### src/logic/lsc_pkg.sv
// Overview of operation
// - termination ldo follows s0 sleep input
// - termination ldo also needs ddr buck good
// - ldo voltage codes held at 9A 9B AE
// - first ldo codes 0 to 14, 15 unused
// - second/third ldo codes 0.70 to 1.50 V
// - second/third ldo: enable bits; shared pin too on unsequenced gp variant only
// - first ldo by control register or always-on
// - switch b follows s4 or s3 by memory
// - shared pin gates switch a per variant
// - enable bits usable while enable pin low
// - always-on variant leaves reset on supplies good
// - other variant waits for master enable
// - register-disabled rail never sequenced on
// - power state decode from five inputs
// - s4/s3 read low until resume reset rises
// - s0 read high until power ok asserted
// - thermal trip read high until resume reset
// - s4/s5 keeps always-on bucks; termination ldo, switch b and sequenced ldos off
`default_nettype none
package lsc_pkg;
    // ------------------------------------------------------------
    // register map
    // ------------------------------------------------------------
    localparam logic [7:0] REG_STATUS = 8'h98;
    localparam logic [7:0] REG_LDO1_CTRL = 8'h99;
    localparam logic [7:0] REG_VCODE1 = 8'h9A;
    localparam logic [7:0] REG_VCODE2 = 8'h9B;
    localparam logic [7:0] REG_LDO2_EN = 8'hA0;
    localparam logic [7:0] REG_LDO3_EN = 8'hA1;
    localparam logic [7:0] REG_VCODE3 = 8'hAE;
    // ------------------------------------------------------------
    // fields and reset values
    // ------------------------------------------------------------
    localparam int VCODE_W = 4;
    localparam int EN_BIT = 0;
    localparam int SWA_BIT = 1;
    localparam logic [3:0] VCODE1_MAX = 4'hE;
    localparam logic [3:0] VCODE1_RST = 4'h0;
    localparam logic [3:0] VCODE23_RST = 4'h0;
    localparam logic [1:0] EN_RST = 2'h0;
    localparam int ST_STATE_LSB = 0;
    localparam int ST_RSM_BIT = 3;
    localparam int ST_POK_BIT = 4;
    localparam int ST_AO_BIT = 5;
    localparam int ST_LP_BIT = 6;
    // ------------------------------------------------------------
    // power states
    // ------------------------------------------------------------
    typedef enum logic [2:0] {
        PS_G3,
        PS_S45,
        PS_S3,
        PS_S0IX,
        PS_S0
    } lsc_state_t;
endpackage
`default_nettype wire

### src/logic/lsc_ctrl.sv
`default_nettype none
module lsc_ctrl (
    input wire logic sys_clk, // 100 MHz clock
    input wire logic arst_n, // async reset, active low
    input wire logic int_3v3_pg, // internal 3v3 regulator good
    input wire logic int_5v_pg, // internal 5v regulator good
    input wire logic master_enable_pin, // master enable pin
    input wire logic sleep_s4_n, // s4 sleep input
    input wire logic sleep_s3_n, // s3 sleep input
    input wire logic sleep_s0_n, // s0 sleep input
    input wire logic thermal_trip_n, // thermal trip input
    input wire logic shared_ldo_switch_enable, // shared enable pin
    input wire logic ddr_supply_power_good, // ddr buck power good
    input wire logic strap_ldo1_always_on, // variant: first ldo always-on
    input wire logic strap_lpddr, // memory: low-power ddr
    input wire logic strap_ldo_in_seq, // ldo2/3/switch a in sequence
    input wire logic strap_vtt_off, // termination ldo fused off
    input wire logic [7:0] reg_addr, // register address
    input wire logic [7:0] reg_wdata, // register write data
    input wire logic reg_wr, // register write strobe
    input wire logic reg_rd, // register read strobe
    output logic [7:0] reg_rdata, // register read data
    output logic reg_rvalid, // read data valid pulse
    output logic dev_ready, // out of reset, registers live
    output lsc_pkg::lsc_state_t power_state, // decoded power state
    output logic resume_reset_n, // resume reset output
    output logic platform_power_ok, // platform power ok output
    output logic aon_bucks_en, // north complex, 1v8, 1v24 bucks
    output logic termination_ldo_en, // termination ldo enable
    output logic aux_ldo_first_en, // first aux ldo enable
    output logic aux_ldo_second_en, // second aux ldo enable
    output logic aux_ldo_third_en, // third aux ldo enable
    output logic load_switch_a_en, // load switch a enable
    output logic combined_switch_b_en, // combined switch b enable
    output logic [3:0] aux_ldo_first_code, // first ldo voltage code
    output logic [3:0] aux_ldo_second_code, // second ldo voltage code
    output logic [3:0] aux_ldo_third_code // third ldo voltage code
);
    import lsc_pkg::*;

    // ------------------------------------------------------------
    // reset release, straps and input masking
    // ------------------------------------------------------------
    logic ready_r, ready_nxt;
    logic straps_done_r, straps_done_nxt;
    logic opt_ao_r, opt_ao_nxt;
    logic opt_lp_r, opt_lp_nxt;
    logic opt_seq_r, opt_seq_nxt;
    logic opt_vtt_r, opt_vtt_nxt;
    logic pok_seen_r, pok_seen_nxt;
    lsc_state_t state_r, state_nxt;
    logic s4_eff, s3_eff, s0_eff, trip_eff;
    logic supplies_ok;

    // supplies, straps and state decode
    always_comb
    begin
        supplies_ok = int_3v3_pg && int_5v_pg;
        straps_done_nxt = straps_done_r || supplies_ok;
        opt_ao_nxt = straps_done_r ? opt_ao_r : strap_ldo1_always_on;
        opt_lp_nxt = straps_done_r ? opt_lp_r : strap_lpddr;
        opt_seq_nxt = straps_done_r ? opt_seq_r : strap_ldo_in_seq;
        opt_vtt_nxt = straps_done_r ? opt_vtt_r : strap_vtt_off;
        // leave reset once supplies good, plus enable on gp variant
        ready_nxt = straps_done_r && supplies_ok
            && (opt_ao_r || master_enable_pin || ready_r);
        // masked views of the sleep inputs until resume reset and power ok
        s4_eff = resume_reset_n ? sleep_s4_n : 1'b0;
        s3_eff = resume_reset_n ? sleep_s3_n : 1'b0;
        trip_eff = resume_reset_n ? thermal_trip_n : 1'b1;
        s0_eff = pok_seen_r ? sleep_s0_n : 1'b1;
        pok_seen_nxt = master_enable_pin && (pok_seen_r || platform_power_ok);
        // decode; thermal trip low drops straight to g3
        if (!ready_r || !master_enable_pin || !trip_eff)
            state_nxt = PS_G3;
        else if (!s4_eff && !s3_eff)
            state_nxt = PS_S45;
        else if (!s3_eff)
            state_nxt = PS_S3;
        else if (!s0_eff)
            state_nxt = PS_S0IX;
        else
            state_nxt = PS_S0;
    end

    // control state registers
    always_ff @(posedge sys_clk or negedge arst_n)
    begin
        if (!arst_n)
        begin
            ready_r <= 1'b0;
            straps_done_r <= 1'b0;
            opt_ao_r <= 1'b0;
            opt_lp_r <= 1'b0;
            opt_seq_r <= 1'b0;
            opt_vtt_r <= 1'b0;
            pok_seen_r <= 1'b0;
            state_r <= PS_G3;
        end
        else
        begin
            ready_r <= ready_nxt;
            straps_done_r <= straps_done_nxt;
            opt_ao_r <= opt_ao_nxt;
            opt_lp_r <= opt_lp_nxt;
            opt_seq_r <= opt_seq_nxt;
            opt_vtt_r <= opt_vtt_nxt;
            pok_seen_r <= pok_seen_nxt;
            state_r <= state_nxt;
        end
    end

    // ------------------------------------------------------------
    // register file
    // ------------------------------------------------------------
    logic [3:0] vcode1_r, vcode1_nxt;
    logic [3:0] vcode2_r, vcode2_nxt;
    logic [3:0] vcode3_r, vcode3_nxt;
    logic ldo1_ctl_r, ldo1_ctl_nxt;
    logic [1:0] ldo2_reg_r, ldo2_reg_nxt;
    logic ldo3_reg_r, ldo3_reg_nxt;
    logic [7:0] rdata_nxt;
    logic rvalid_nxt;
    logic wr_ok;

    // writes only once out of reset; reads answer next cycle
    always_comb
    begin
        wr_ok = reg_wr && ready_r;
        vcode1_nxt = vcode1_r;
        vcode2_nxt = vcode2_r;
        vcode3_nxt = vcode3_r;
        ldo1_ctl_nxt = ldo1_ctl_r;
        ldo2_reg_nxt = ldo2_reg_r;
        ldo3_reg_nxt = ldo3_reg_r;
        if (wr_ok)
        begin
            unique case (reg_addr)
                REG_VCODE1: vcode1_nxt = reg_wdata[VCODE_W-1:0];
                REG_VCODE2: vcode2_nxt = reg_wdata[VCODE_W-1:0];
                REG_VCODE3: vcode3_nxt = reg_wdata[VCODE_W-1:0];
                REG_LDO1_CTRL: ldo1_ctl_nxt = reg_wdata[EN_BIT];
                REG_LDO2_EN: ldo2_reg_nxt = reg_wdata[SWA_BIT:EN_BIT];
                REG_LDO3_EN: ldo3_reg_nxt = reg_wdata[EN_BIT];
                default: ;
            endcase
        end
        rvalid_nxt = reg_rd;
        rdata_nxt = 8'h00;
        if (reg_rd && ready_r)
        begin
            unique case (reg_addr)
                REG_VCODE1: rdata_nxt = {4'h0, vcode1_r};
                REG_VCODE2: rdata_nxt = {4'h0, vcode2_r};
                REG_VCODE3: rdata_nxt = {4'h0, vcode3_r};
                REG_LDO1_CTRL: rdata_nxt = {7'h00, ldo1_ctl_r};
                REG_LDO2_EN: rdata_nxt = {6'h00, ldo2_reg_r};
                REG_LDO3_EN: rdata_nxt = {7'h00, ldo3_reg_r};
                REG_STATUS: rdata_nxt = {1'b0, opt_lp_r, opt_ao_r,
                    platform_power_ok, resume_reset_n, state_r};
                default: rdata_nxt = 8'h00;
            endcase
        end
    end

    // register storage
    always_ff @(posedge sys_clk or negedge arst_n)
    begin
        if (!arst_n)
        begin
            vcode1_r <= VCODE1_RST;
            vcode2_r <= VCODE23_RST;
            vcode3_r <= VCODE23_RST;
            ldo1_ctl_r <= 1'b0;
            ldo2_reg_r <= EN_RST;
            ldo3_reg_r <= 1'b0;
            reg_rdata <= 8'h00;
            reg_rvalid <= 1'b0;
        end
        else
        begin
            vcode1_r <= vcode1_nxt;
            vcode2_r <= vcode2_nxt;
            vcode3_r <= vcode3_nxt;
            ldo1_ctl_r <= ldo1_ctl_nxt;
            ldo2_reg_r <= ldo2_reg_nxt;
            ldo3_reg_r <= ldo3_reg_nxt;
            reg_rdata <= rdata_nxt;
            reg_rvalid <= rvalid_nxt;
        end
    end

    // ------------------------------------------------------------
    // rail enables and status outputs
    // ------------------------------------------------------------
    logic in_s0_nxt, on_nxt;
    logic rsm_nxt, pok_nxt, aon_nxt, vtt_nxt, swb_nxt;
    logic l1_nxt, l2_nxt, l3_nxt, swa_nxt;
    logic [3:0] code1_nxt;

    // enables from state, pins, straps and register bits
    always_comb
    begin
        on_nxt = (state_nxt != PS_G3);
        in_s0_nxt = (state_nxt == PS_S0) || (state_nxt == PS_S0IX);
        rsm_nxt = on_nxt;
        pok_nxt = in_s0_nxt;
        aon_nxt = on_nxt;
        // fused-off termination ldo is never sequenced on
        vtt_nxt = (state_nxt == PS_S0) && ddr_supply_power_good
            && !opt_vtt_r;
        swb_nxt = on_nxt && (opt_lp_r ? s4_eff : s3_eff);
        l1_nxt = opt_ao_r ? ready_nxt : (ready_r && ldo1_ctl_r);
        if (opt_seq_r)
        begin
            // sequence only rails the register leaves enabled
            l2_nxt = in_s0_nxt && ldo2_reg_r[EN_BIT];
            l3_nxt = in_s0_nxt && ldo3_reg_r;
            swa_nxt = in_s0_nxt && ldo2_reg_r[SWA_BIT];
        end
        else if (opt_ao_r)
        begin
            // pin acts as switch a enable only
            l2_nxt = ready_r && ldo2_reg_r[EN_BIT];
            l3_nxt = ready_r && ldo3_reg_r;
            swa_nxt = ready_r && (shared_ldo_switch_enable
                || ldo2_reg_r[SWA_BIT]);
        end
        else
        begin
            // pin gates all three; bits count while pin low
            l2_nxt = ready_r && (shared_ldo_switch_enable
                || ldo2_reg_r[EN_BIT]);
            l3_nxt = ready_r && (shared_ldo_switch_enable
                || ldo3_reg_r);
            swa_nxt = ready_r && (shared_ldo_switch_enable
                || ldo2_reg_r[SWA_BIT]);
        end
        // unused top code held at the highest legal one
        code1_nxt = (vcode1_r > VCODE1_MAX) ? VCODE1_MAX : vcode1_r;
    end

    // output flops
    always_ff @(posedge sys_clk or negedge arst_n)
    begin
        if (!arst_n)
        begin
            dev_ready <= 1'b0;
            power_state <= PS_G3;
            resume_reset_n <= 1'b0;
            platform_power_ok <= 1'b0;
            aon_bucks_en <= 1'b0;
            termination_ldo_en <= 1'b0;
            combined_switch_b_en <= 1'b0;
            aux_ldo_first_en <= 1'b0;
            aux_ldo_second_en <= 1'b0;
            aux_ldo_third_en <= 1'b0;
            load_switch_a_en <= 1'b0;
            aux_ldo_first_code <= VCODE1_RST;
            aux_ldo_second_code <= VCODE23_RST;
            aux_ldo_third_code <= VCODE23_RST;
        end
        else
        begin
            dev_ready <= ready_nxt;
            power_state <= state_nxt;
            resume_reset_n <= rsm_nxt;
            platform_power_ok <= pok_nxt;
            aon_bucks_en <= aon_nxt;
            termination_ldo_en <= vtt_nxt;
            combined_switch_b_en <= swb_nxt;
            aux_ldo_first_en <= l1_nxt;
            aux_ldo_second_en <= l2_nxt;
            aux_ldo_third_en <= l3_nxt;
            load_switch_a_en <= swa_nxt;
            aux_ldo_first_code <= code1_nxt;
            aux_ldo_second_code <= vcode2_r;
            aux_ldo_third_code <= vcode3_r;
        end
    end
endmodule
`default_nettype wire

### config.mk
export PLATFORM = sky130hd
export DESIGN_NAME = lsc_ctrl
export DESIGN_NICKNAME = d
export VERILOG_FILES = /design/src/logic/lsc_pkg.sv /design/src/logic/lsc_ctrl.sv
export SDC_FILE = /design/constraint.sdc
export NUM_CORES = 1
export LEC_CHECK = 0
export BUFFER_PORTS_ARGS = -buffer_cell sky130_fd_sc_hd__buf_2
export CAP_MARGIN = 20
export CORE_ASPECT_RATIO = 1.1
export CORE_MARGIN = 2
export CORE_UTILIZATION = 30
export DETAILED_ROUTE_END_ITERATION = 8
export HOLD_SLACK_MARGIN = 0.08
export PLACE_DENSITY = 0.52
export SYNTH_ARGS = -nofsm -noshare
export SYNTH_HDL_FRONTEND = slang
export SYNTH_SLANG_ARGS = --single-unit
### constraint.sdc
create_clock -name sys_clk -period 1.8 [get_ports sys_clk]
set_clock_uncertainty 0.15 [all_clocks]
set_input_delay 0.18 -clock sys_clk [delete_from_list [all_inputs] [get_ports sys_clk]]
set_output_delay 0.18 -clock sys_clk [all_outputs]
set_load 0.05 [all_outputs]
==> reports/metrics.cfg, run 1 <==
[die]
io_pins=67
core_area_um2=7010
die_w_um=84.8
die_height_um=92.9
std_cell_rows=32
start_util=0.308
die-area_um2=7880

[global_routing]
grt_pass1_vias=1504
grt_max_degree=33
antenna_found_initial=0
track_usage=0.122
grt_pass1_wl_um=7450
grt_overflow_total=0

[job]
cap_violations=0

[synth]
ys_types=40
synth-edff-count=0
synth_cells=165
synthAdderAreaFrac=0
synth_fp_nets=198
synth_compound_area_frac=0.0696
synth-main-ff-cell=dfrtp_1
synthSimpleGateAreaFrac=0.135
synth_seq_area_share=0.627
synth_warnings=0
ys_async_sr_fraction=1.00
synth_seq_cells=54
synthTopCellsByArea=dfrtp_1 63%, mux2_1 6.3%, mux2_2 5.7%, nand2_1 2.1%, o21ai_0 1.6%
netlist_area_um2=2160
yosysTopAreaCell=dfrtp_1
avgSynthCellArea_um2=13.1
synth_top_family_by_area=multiplexers
synth_xor_area_frac=0
synth_mux_area_frac=0.140
synth_top_area_share=0.627

[final_layout]
fillerInstances=681
diodes=0
final_layout_size_suffix_gt1_frac=0.362
fin_nets=287
syn2layout_area_growth_pct=34.5

[setup_path]
cpMaxStageDelayCell=dlygate4sd3_1
critical_path_class=in -> reg
cp-start-kind=input port
path_cells=dlygate4sd3_1 > buf_2 > nand2b_1 > dlygate4sd3_1 > a21oi_1
crit_path_end_kind=register
crit_buf_inv=3
crit_path_frequent_cell=dlygate4sd3_1
path_max_fanout=5
max_stage_delay_ns=0.55
required_ns=1.87
cp_top_family=buffers and inverters
crit_path_start=sleep_s3_n
rr_startpoint=dev_ready$_DFF_PN0_
cp.arrival_ns=1.72

[route]
dr.pass1.iters=4
viasPerCell=4.63
dr_total_vias=1569
ant_nets=0
drt_iter0_drc=55
drt_wl_total_um=4730
drc=0
wl_per_cell_um=14.0

[placement]
port_buffers=61
dp_slack_ns=0.0564
gp_congestion=0.716
hpwlAfterDp_um=3560

[cts]
postCtsSetupRepairBufs=0
clk_path_buf_depth=2
numCtsBuffers=5
cts_num_sinks=54
ctsHoldBuffers=21
htree_levels=2
insertion_delay_ns=0.30
path_clk_slew_ns=0.09
cts-root-buf=clkbuf_8
cts_tree=built
cts_resized=0

[hold_path]
hp-class=in -> reg
min_from=reg_wr

[outcome]
status=complete, no violations

[timing]
setup_tns_ns=0
setup_ws_ns=0.156
post-route-period-util=0.913
rsz0062_at_grt=no
timing.fmax_mhz=608
finalMaxSlewViolations=0
fin_crit_ns=1.64
hold_violations=0
setup_viol=0

[pwr]
cellLeakagePower_nw=1.48
powerDensity_nw_per_um2=762
ir_drop_uv=296
p_total_mw=2.21

## worst reg2reg max path, cell delays in order (launching register included)
cell and delay (ns):
dfrtp_2 0.42, and3_1 0.19, and3b_2 0.26, mux2_1 0.31
## cells in the mapped netlist (all sizes together), types with 3 or more instances
library cell,instances
dfrtp,54
mux2,23
nand2,12
nor2,7
o21ai,7
clkbuf,5
inv,5
a21oi,4
and2,4
a22o,3
a22oi,3
buf,3
nand2b,3
nand3,3
nor2b,3
nor3,3
## flip-flops by register name, indices dropped and copies added (netlist names), 2 cells and up
| signal | cells |
|---|---|
| aux_ldo_first_code | 4 |
| aux_ldo_second_code | 4 |
| aux_ldo_third_code | 4 |
| ldo2_reg_r | 2 |
| power_state | 3 |
| reg_rdata | 7 |
| vcode1_r | 4 |
| vcode2_r | 4 |
| vcode3_r | 4 |
## metrics by stage
step	hold WS [ns]	instances	util	area (µm²)
4_1_cts	0.148	339	0.414	2900
6_report	0.149	339	0.414	2900
3_3_place_gp	0.0142	311	0.371	2600
5_1_grt	0.166	339	0.414	2900
2_1_floorplan	-0.266	165	-	2160
3_5_place_dp	0.0154	311	0.371	2600
## layout make-up
cell class              count  area (µm²)  share of cell area
flip-flops and latches     54        1350               0.467
multi-input cells          98         747               0.258
repair buffers             90         588               0.203
well taps                  85         106              0.0367
clock buffers               7        86.3              0.0298
inverters                   5        18.8             0.00647
## final timing paths
check | to | slack, ns | depth (start not counted)
max | power_state[1]$_DFF_PN0_ | 0.16 | 5
min | ldo2_reg_r[0]$_DFFE_PN0P_ | 0.15 | 3
max reg2reg | vcode1_r[3]$_DFFE_PN0P_ | 0.36 | 3
min reg2reg | aux_ldo_second_code[3]$_DFF_PN0_ | 0.25 | 0
max in group asynchronous | dev_ready$_DFF_PN0_ | 0.97 | 3
min in group asynchronous | vcode1_r[1]$_DFFE_PN0P_ | 0.25 | 3
## layer usage
layer  up-vias  wire length (µm)  global-route usage
met5         -                 0                   0
met4         0                80              0.0516
met3         6               206              0.0276
met2        35              2390               0.196
met1       773              2060               0.159
li1        755                 -                   -
## logic make-up (layout without fill, tap and decap cells)
logic type,after synthesis,in the layout
flip-flops,54,54
AND/OR/NAND/NOR,48,48
multiplexers,26,26
AO/OA/AOI/OAI,23,23
buffers and inverters,13,102
other,1,1
## placed cells by master, fill, tap and decap left out, types with 2 or more instances in the layout
| cell | n |
|---|---|
| a21oi_1 | 4 |
| a22o_1 | 3 |
| a22oi_1 | 3 |
| and2_1 | 4 |
| buf_2 | 61 |
| buf_4 | 7 |
| clkbuf_8 | 6 |
| dfrtp_1 | 53 |
| dlygate4sd3_1 | 21 |
| inv_1 | 5 |
| mux2_1 | 12 |
| mux2_2 | 11 |
| mux2i_1 | 2 |
| nand2_1 | 12 |
| nand2b_1 | 3 |
| nand3_1 | 2 |
| nand3b_1 | 2 |
| nor2_1 | 7 |
| nor2b_1 | 3 |
| nor3_1 | 3 |
| o21ai_0 | 7 |
## power by group
group / internal (mW) / switching, mW
Clock: 0.306 / 0.348
Combinational: 0.116 / 0.152
Sequential: 1.25 / 0.0332
(Power assumes the default switching activity.)
==> run 2: changes to the inputs <==
Settings changed: SKIP_LAST_GASP set to 1.
Clock period 1.8 ns to 2.1 ns, I/O delays scaled along.
==> reports/metrics.cfg, run 2 (synthesized netlist as in run 1, its figures left out) <==
[route]
drt_wl_total_um=4900  ; +3.5%
drt_iter0_drc=91  ; +65%
drc=0  ; unchanged
dr.pass1.iters=5  ; +1
wl_per_cell_um=14.6  ; +4.7%
ant_nets=0  ; unchanged
viasPerCell=4.71  ; +1.7%
dr_total_vias=1577  ; +0.51%

[setup_path]
rr_startpoint=dev_ready$_DFF_PN0_
critical_path_class=in -> reg
r2r-end=power_state[1]$_DFF_PN0_
cpMaxStageDelayCell=dlygate4sd3_1
path_cells=dlygate4sd3_1 > buf_2 > nand2b_1 > dlygate4sd3_1 > a21oi_1 > dlygate4sd3_1
r2r_setup_slack_ns=0.26  ; -0.10 ns
required_ns=2.19  ; +0.32 ns
cp-start-kind=input port
cp.arrival_ns=2.13  ; +0.41 ns
crit_path_end_kind=register
path_max_fanout=3  ; -2
crit_path_frequent_cell=dlygate4sd3_1
rr_worst_depth=6  ; +3
max_stage_delay_ns=0.55  ; about the same

[placement]
hpwlAfterDp_um=3560  ; +0.17%
dp_slack_ns=0.309  ; +0.252 ns
gp_congestion=0.704  ; -1.8%
placed_cell_area_um2=2570  ; -1.1%
port_buffers=61  ; unchanged
placed_cells=309  ; -0.64%

[die]
std_cell_rows=32  ; unchanged
core_area_um2=7010  ; unchanged
io_pins=67  ; unchanged
die_w_um=84.8  ; unchanged
die-area_um2=7880  ; unchanged
die_height_um=92.9  ; unchanged
start_util=0.308  ; unchanged

[cts]
cts_num_sinks=54  ; unchanged
cts_resized=0  ; unchanged
numCtsBuffers=5  ; unchanged
htree_levels=2  ; unchanged
path_clk_slew_ns=0.09  ; about the same
cts-root-buf=clkbuf_8
cts_tree=built
clk_path_buf_depth=2  ; unchanged
insertion_delay_ns=0.30  ; about the same

[global_routing]
grt_pass1_vias=1634  ; +8.6%
grt_max_degree=31  ; -6.1%
antenna_found_initial=0  ; unchanged
track_usage=0.134  ; +0.0115
grt_pass1_wl_um=8180  ; +9.8%
grt_overflow_total=0  ; unchanged

[timing]
timing.fmax_mhz=491
setup_viol=0  ; unchanged
finalMaxSlewViolations=0  ; unchanged
fin_crit_ns=2.04
setup_ws_ns=0.0636  ; -0.0927 ns
hold_violations=0  ; unchanged
slew_headroom=0.609
tightest_slew_ns=0.582
setup_tns_ns=0  ; unchanged
rsz0062_at_grt=no
post-route-period-util=0.970

[pwr]
ir_drop_uv=206  ; -30%
p_sw_mw=0.469  ; -12%
p_clk_frac=0.298  ; +0.002
cellLeakagePower_nw=1.46  ; -1.1%
power_frac_seq=0.583  ; about the same
swShare=0.248  ; +0.00610
comb_power_share=0.119  ; -0.002
powerDensity_nw_per_um2=662  ; -13%
power.internal_mw=1.42  ; -15%
p_total_mw=1.89  ; -14%

[final_layout]
top_register=reg_rdata
fin_nets=284  ; -1.0%
largest_reg_flops=7  ; unchanged
finalInstanceArea_um2=2860  ; -1.5%
final_layout_size_suffix_gt1_frac=0.356  ; -0.00620
final_cell_mix=61 x buf_2, 54 x dfrtp_1, 20 x dlygate4sd3_1, 12 x nand2_1, 12 x mux2_1
syn2layout_area_growth_pct=32.5
diodes=0  ; unchanged
final_cells=335  ; -1.2%
fillerInstances=676  ; -0.73%
final_common_cell=buf_2

[job]
cap_violations=0  ; unchanged

[hold_path]
hp-class=in -> reg
worstHoldPathCells=2  ; -1
min_from=reg_wdata[0]
whs_endpoint=ldo2_reg_r[0]$_DFFE_PN0P_

[outcome]
status=complete, no violations

-- run 2: cell count changes in the layout (fill, tap and decap cells not counted), sizes merged --
cell	previous run	this run
buf	69	67
dlygate4sd3	21	20
clkbuf	7	6
-- run 2: power by group through the flow --
| stage | Clock (mW) | Sequential (mW) | Combinational [mW] |
|---|---|---|---|
| floorplan | 0 | 1.16 | 0.0750 |
| global placement | 0 | 1.12 | 0.200 |
| detailed placement | 0 | 1.12 | 0.203 |
| CTS | 0.588 | 1.10 | 0.228 |
| global route | 0.622 | 1.11 | 0.249 |
| finish | 0.563 | 1.10 | 0.225 |
-- run 2: worst max path at each step --
stage / cells past startpoint / slack, ns / end / from
floorplan: 4 / 0.14 / vcode3_r[0]$_DFFE_PN0P_ / dev_ready$_DFF_PN0_
global placement: 5 / 0.33 / vcode1_r[3]$_DFFE_PN0P_ / reg_addr[6]
detailed placement: 5 / 0.31 / vcode1_r[3]$_DFFE_PN0P_ / reg_addr[6]
CTS: 6 / 0.05 / power_state[1]$_DFF_PN0_ / sleep_s4_n
global route: 6 / 0.02 / power_state[1]$_DFF_PN0_ / sleep_s4_n
finish: 6 / 0.06 / power_state[1]$_DFF_PN0_ / sleep_s4_n
-- run 2: cell type report --
cell class | instances | area [µm²] | share of cell area
Clock buffer | 6 | 82.6 | 0.0289
Inverter | 5 | 18.8 | 0.00657
Timing Repair Buffer | 87 | 551 | 0.193
Tap cell | 85 | 106 | 0.0372
Sequential cell | 54 | 1350 | 0.473
Multi-Input combinational cell | 98 | 747 | 0.261
-- run 2: critical path, delay by kind of cell --
kind	cells	cell delay [ns]
and+or+nand+nor	1	0.05
buffers and inverters	4	1.74
AOI/OAI and AO/OA	1	0.13
-- run 2: repair_timing --
action | 4_1_cts | 5_1_grt
buffers inserted | 0 | 0
hold buffers | 20 | 0
endpoints found under the hold margin | 84 | 0
-- run 2: metal layers --
layer,vias up,global-route usage,part of all wire
met5,-,0,0
met4,0,0.0556,0.023
met3,8,0.0339,0.043
met2,33,0.226,0.52
met1,787,0.163,0.41
li1,749,-,-
-- run 2: stage by stage --
stage	utilization	hold WS [ns]
floorplan	-	-0.236
global placement	0.367	0.0709
detailed placement	0.367	0.0792
CTS	0.408	0.0898
global route	0.408	0.0979
finish	0.408	0.0821
==> run 3: changes to the inputs <==
Settings changed: ABC_AREA set to 1, CORE_UTILIZATION 30 to 54, PLACE_DENSITY 0.52 to 0.83.
==> reports/metrics.cfg, run 3 <==
[cts]
path_clk_slew_ns=0.10  ; about the same
numCtsBuffers=5  ; unchanged
htree_levels=2  ; unchanged
postCtsSetupRepairBufs=0  ; unchanged
clk_path_buf_depth=2  ; unchanged
cts_resized=0  ; unchanged
cts_tree=built
cts-root-buf=clkbuf_8
ctsHoldBuffers=18  ; -10%
cts_num_sinks=54  ; unchanged
insertion_delay_ns=0.31  ; about the same

[route]
viasPerCell=4.96  ; +5.4%
drt_iter0_drc=122  ; +34%
drt_wl_total_um=4920  ; +0.45%
ant_nets=0  ; unchanged
dr.pass1.iters=4  ; -1
drc=0  ; unchanged
wl_per_cell_um=13.4  ; -8.6%
dr_total_vias=1826  ; +16%

[final_layout]
diodes=0  ; unchanged
top_register=reg_rdata
largest_reg_flops=7  ; unchanged
final_layout_size_suffix_gt1_frac=0.291  ; -0.0649
syn2layout_area_growth_pct=26.7
fin_nets=348  ; +23%
final_cell_mix=61 x buf_2, 54 x dfrtp_1, 51 x nand2_1, 25 x inv_1, 20 x nand3_1
final_common_cell=buf_2
fillerInstances=299  ; -56%

[global_routing]
antenna_found_initial=0  ; unchanged
track_usage=0.225  ; +0.0906
grt_pass1_wl_um=8120  ; -0.76%
grt_max_degree=55  ; +77%
grt_overflow_total=0  ; unchanged
grt_pass1_vias=1812  ; +11%

[setup_path]
max_stage_delay_ns=0.59  ; +0.04 ns
crit_path_start=int_5v_pg
crit_path_end_kind=register
rr_startpoint=dev_ready$_DFF_PN0_
crit_path_end=dev_ready$_DFF_PN0_
critical_path_class=in -> reg
cp.arrival_ns=1.68  ; -0.45 ns
r2r_setup_slack_ns=0.71  ; +0.45 ns
crit_path_frequent_cell=dlygate4sd3_1
path_cells=dlygate4sd3_1 > buf_2 > nand2_1 > dlygate4sd3_1 > a311oi_1
cp-start-kind=input port
required_ns=2.17  ; -0.02 ns
rr_worst_depth=5  ; -1
path_max_fanout=2  ; -1
r2r-end=ldo2_reg_r[1]$_DFFE_PN0P_
cpMaxStageDelayCell=dlygate4sd3_1

[timing]
rsz0062_at_grt=no
hold_violations=0  ; unchanged
post-route-period-util=0.766  ; -0.204
setup_tns_ns=0  ; unchanged
finalMaxSlewViolations=0  ; unchanged
tightest_slew_ns=0.643  ; +0.0617 ns
timing.fmax_mhz=622  ; +27%
fin_crit_ns=1.61  ; -0.428 ns
setup_viol=0  ; unchanged
slew_headroom=0.571  ; -0.0382

[hold_path]
min_from=sleep_s0_n
worstHoldPathCells=4  ; +2
hp-class=in -> reg

[synth]
synthTopCellsByArea=dfrtp_1 59%, nand2_1 8.4%, nand3_1 4.4%, inv_1 4.1%, nor2_1 3.0%
synth-edff-count=0  ; unchanged
ys_async_sr_fraction=1.00  ; unchanged
avgSynthCellArea_um2=9.75  ; -25%
synth.most_common_cell=dfrtp_1
synth-main-ff-cell=dfrtp_1
synth_common_cells=54 x dfrtp_1, 51 x nand2_1, 25 x inv_1
yosysTopAreaCell=dfrtp_1
synth_warnings=0  ; unchanged
synth_top_area_share=0.592  ; -0.0347
synth_seq_area_share=0.592  ; -0.0347
ys_types=26  ; -35%
synth_cells=234  ; +42%
synth_fp_nets=267  ; +35%
netlist_area_um2=2280  ; +5.9%
synth_seq_cells=54  ; unchanged

[placement]
port_buffers=61  ; unchanged
hpwlAfterDp_um=3410  ; -4.2%
gp_congestion=0.833  ; +18%

[die]
core_area_um2=4020  ; -43%
die-area_um2=4760  ; -40%
die_w_um=66.0  ; -22%
start_util=0.567  ; +0.259
std_cell_rows=24  ; -25%
die_height_um=72.2  ; -22%
io_pins=67  ; unchanged

[pwr]
cellLeakagePower_nw=1.58  ; +8.5%
ir_drop_uv=394  ; +91%
p_sw_mw=0.480  ; +2.5%
swShare=0.261  ; +0.0134
p_total_mw=1.84  ; -2.8%
power.internal_mw=1.36  ; -4.5%
p_clk_frac=0.315  ; +0.017
comb_power_share=0.106  ; -0.013
powerDensity_nw_per_um2=636  ; -4.0%
power_frac_seq=0.580  ; -0.003

[outcome]
status=complete, no violations

[job]
cap_violations=0  ; unchanged

## run 3: changes by cell type after synthesis, moves of 5 or more
cell	change
nand2_1	+39
inv_1	+20
nand3_1	+18
mux2_1	-12
mux2_2	-11
nor2_1	+11
o21ai_1	+9
nor2_4	+6
nand2_2	+5
## run 3: logic make-up (layout without fill, tap and decap cells)
kind of cell           count (synthesis)  after routing  synth area share
AND/OR/NAND/NOR                      112            112             0.262
flip-flops                            54             54             0.592
other                                  1              1           0.00164
AO/OA/AOI/OAI                         34             34            0.0822
buffers and inverters                 33            115            0.0625
## run 3: routing by layer
metal / share of wire / routed length [µm] / vias to the layer above / track usage
li1: - / - / 898 / -
met1: 0.43 / 2110 / 849 / 0.307
met2: 0.49 / 2410 / 66 / 0.361
met3: 0.058 / 286 / 13 / 0.0419
met4: 0.023 / 112 / 0 / 0.0839
met5: 0 / 0 / - / 0
## run 3: final cells by class
cell class / instances / area, µm² / share of cell area
flip-flops and latches: 54 / 1350 / 0.467
multi-input cells: 147 / 788 / 0.273
repair buffers: 80 / 493 / 0.170
inverters: 27 / 101 / 0.0350
clock buffers: 5 / 68.8 / 0.0238
well taps: 52 / 65.1 / 0.0225
clock inverters: 3 / 23.8 / 0.00822
## run 3: power groups by stage
stage / clock [mW] / combinational (mW) / sequential [mW]
after floorplan: 0 / 0.0615 / 1.12
after global placement: 0 / 0.164 / 1.09
after detailed placement: 0 / 0.168 / 1.09
after CTS: 0.587 / 0.195 / 1.07
after global routing: 0.636 / 0.210 / 1.07
final: 0.579 / 0.194 / 1.07
## run 3: worst min-delay path by stage
stage / endpoint / slack (ns)
floorplan: aon_bucks_en$_DFF_PN0_ / -0.24
global placement: reg_rvalid$_DFF_PN0_ / 0.18
detailed placement: reg_rvalid$_DFF_PN0_ / 0.19
CTS: power_state[1]$_DFF_PN0_ / 0.09
global route: power_state[1]$_DFF_PN0_ / 0.13
finish: power_state[1]$_DFF_PN0_ / 0.10
## run 3: through the flow
step	utilization	hold WS [ns]	cell area, µm²	setup WS (ns)	instances
floorplan	-	-0.236	2280	0.504	234
CTS	0.719	0.0919	2890	0.500	368
finish	0.719	0.101	2890	0.491	368
detailed placement	0.651	0.191	2620	0.689	342
global route	0.719	0.130	2890	0.438	368
global placement	0.651	0.183	2620	0.737	342
## run 3: critical path, delay by kind of cell
kind                   cells  cell delay (ns)
buffers and inverters      3             1.21
AOI/OAI and AO/OA          1             0.20
and+or+nand+nor            1             0.06
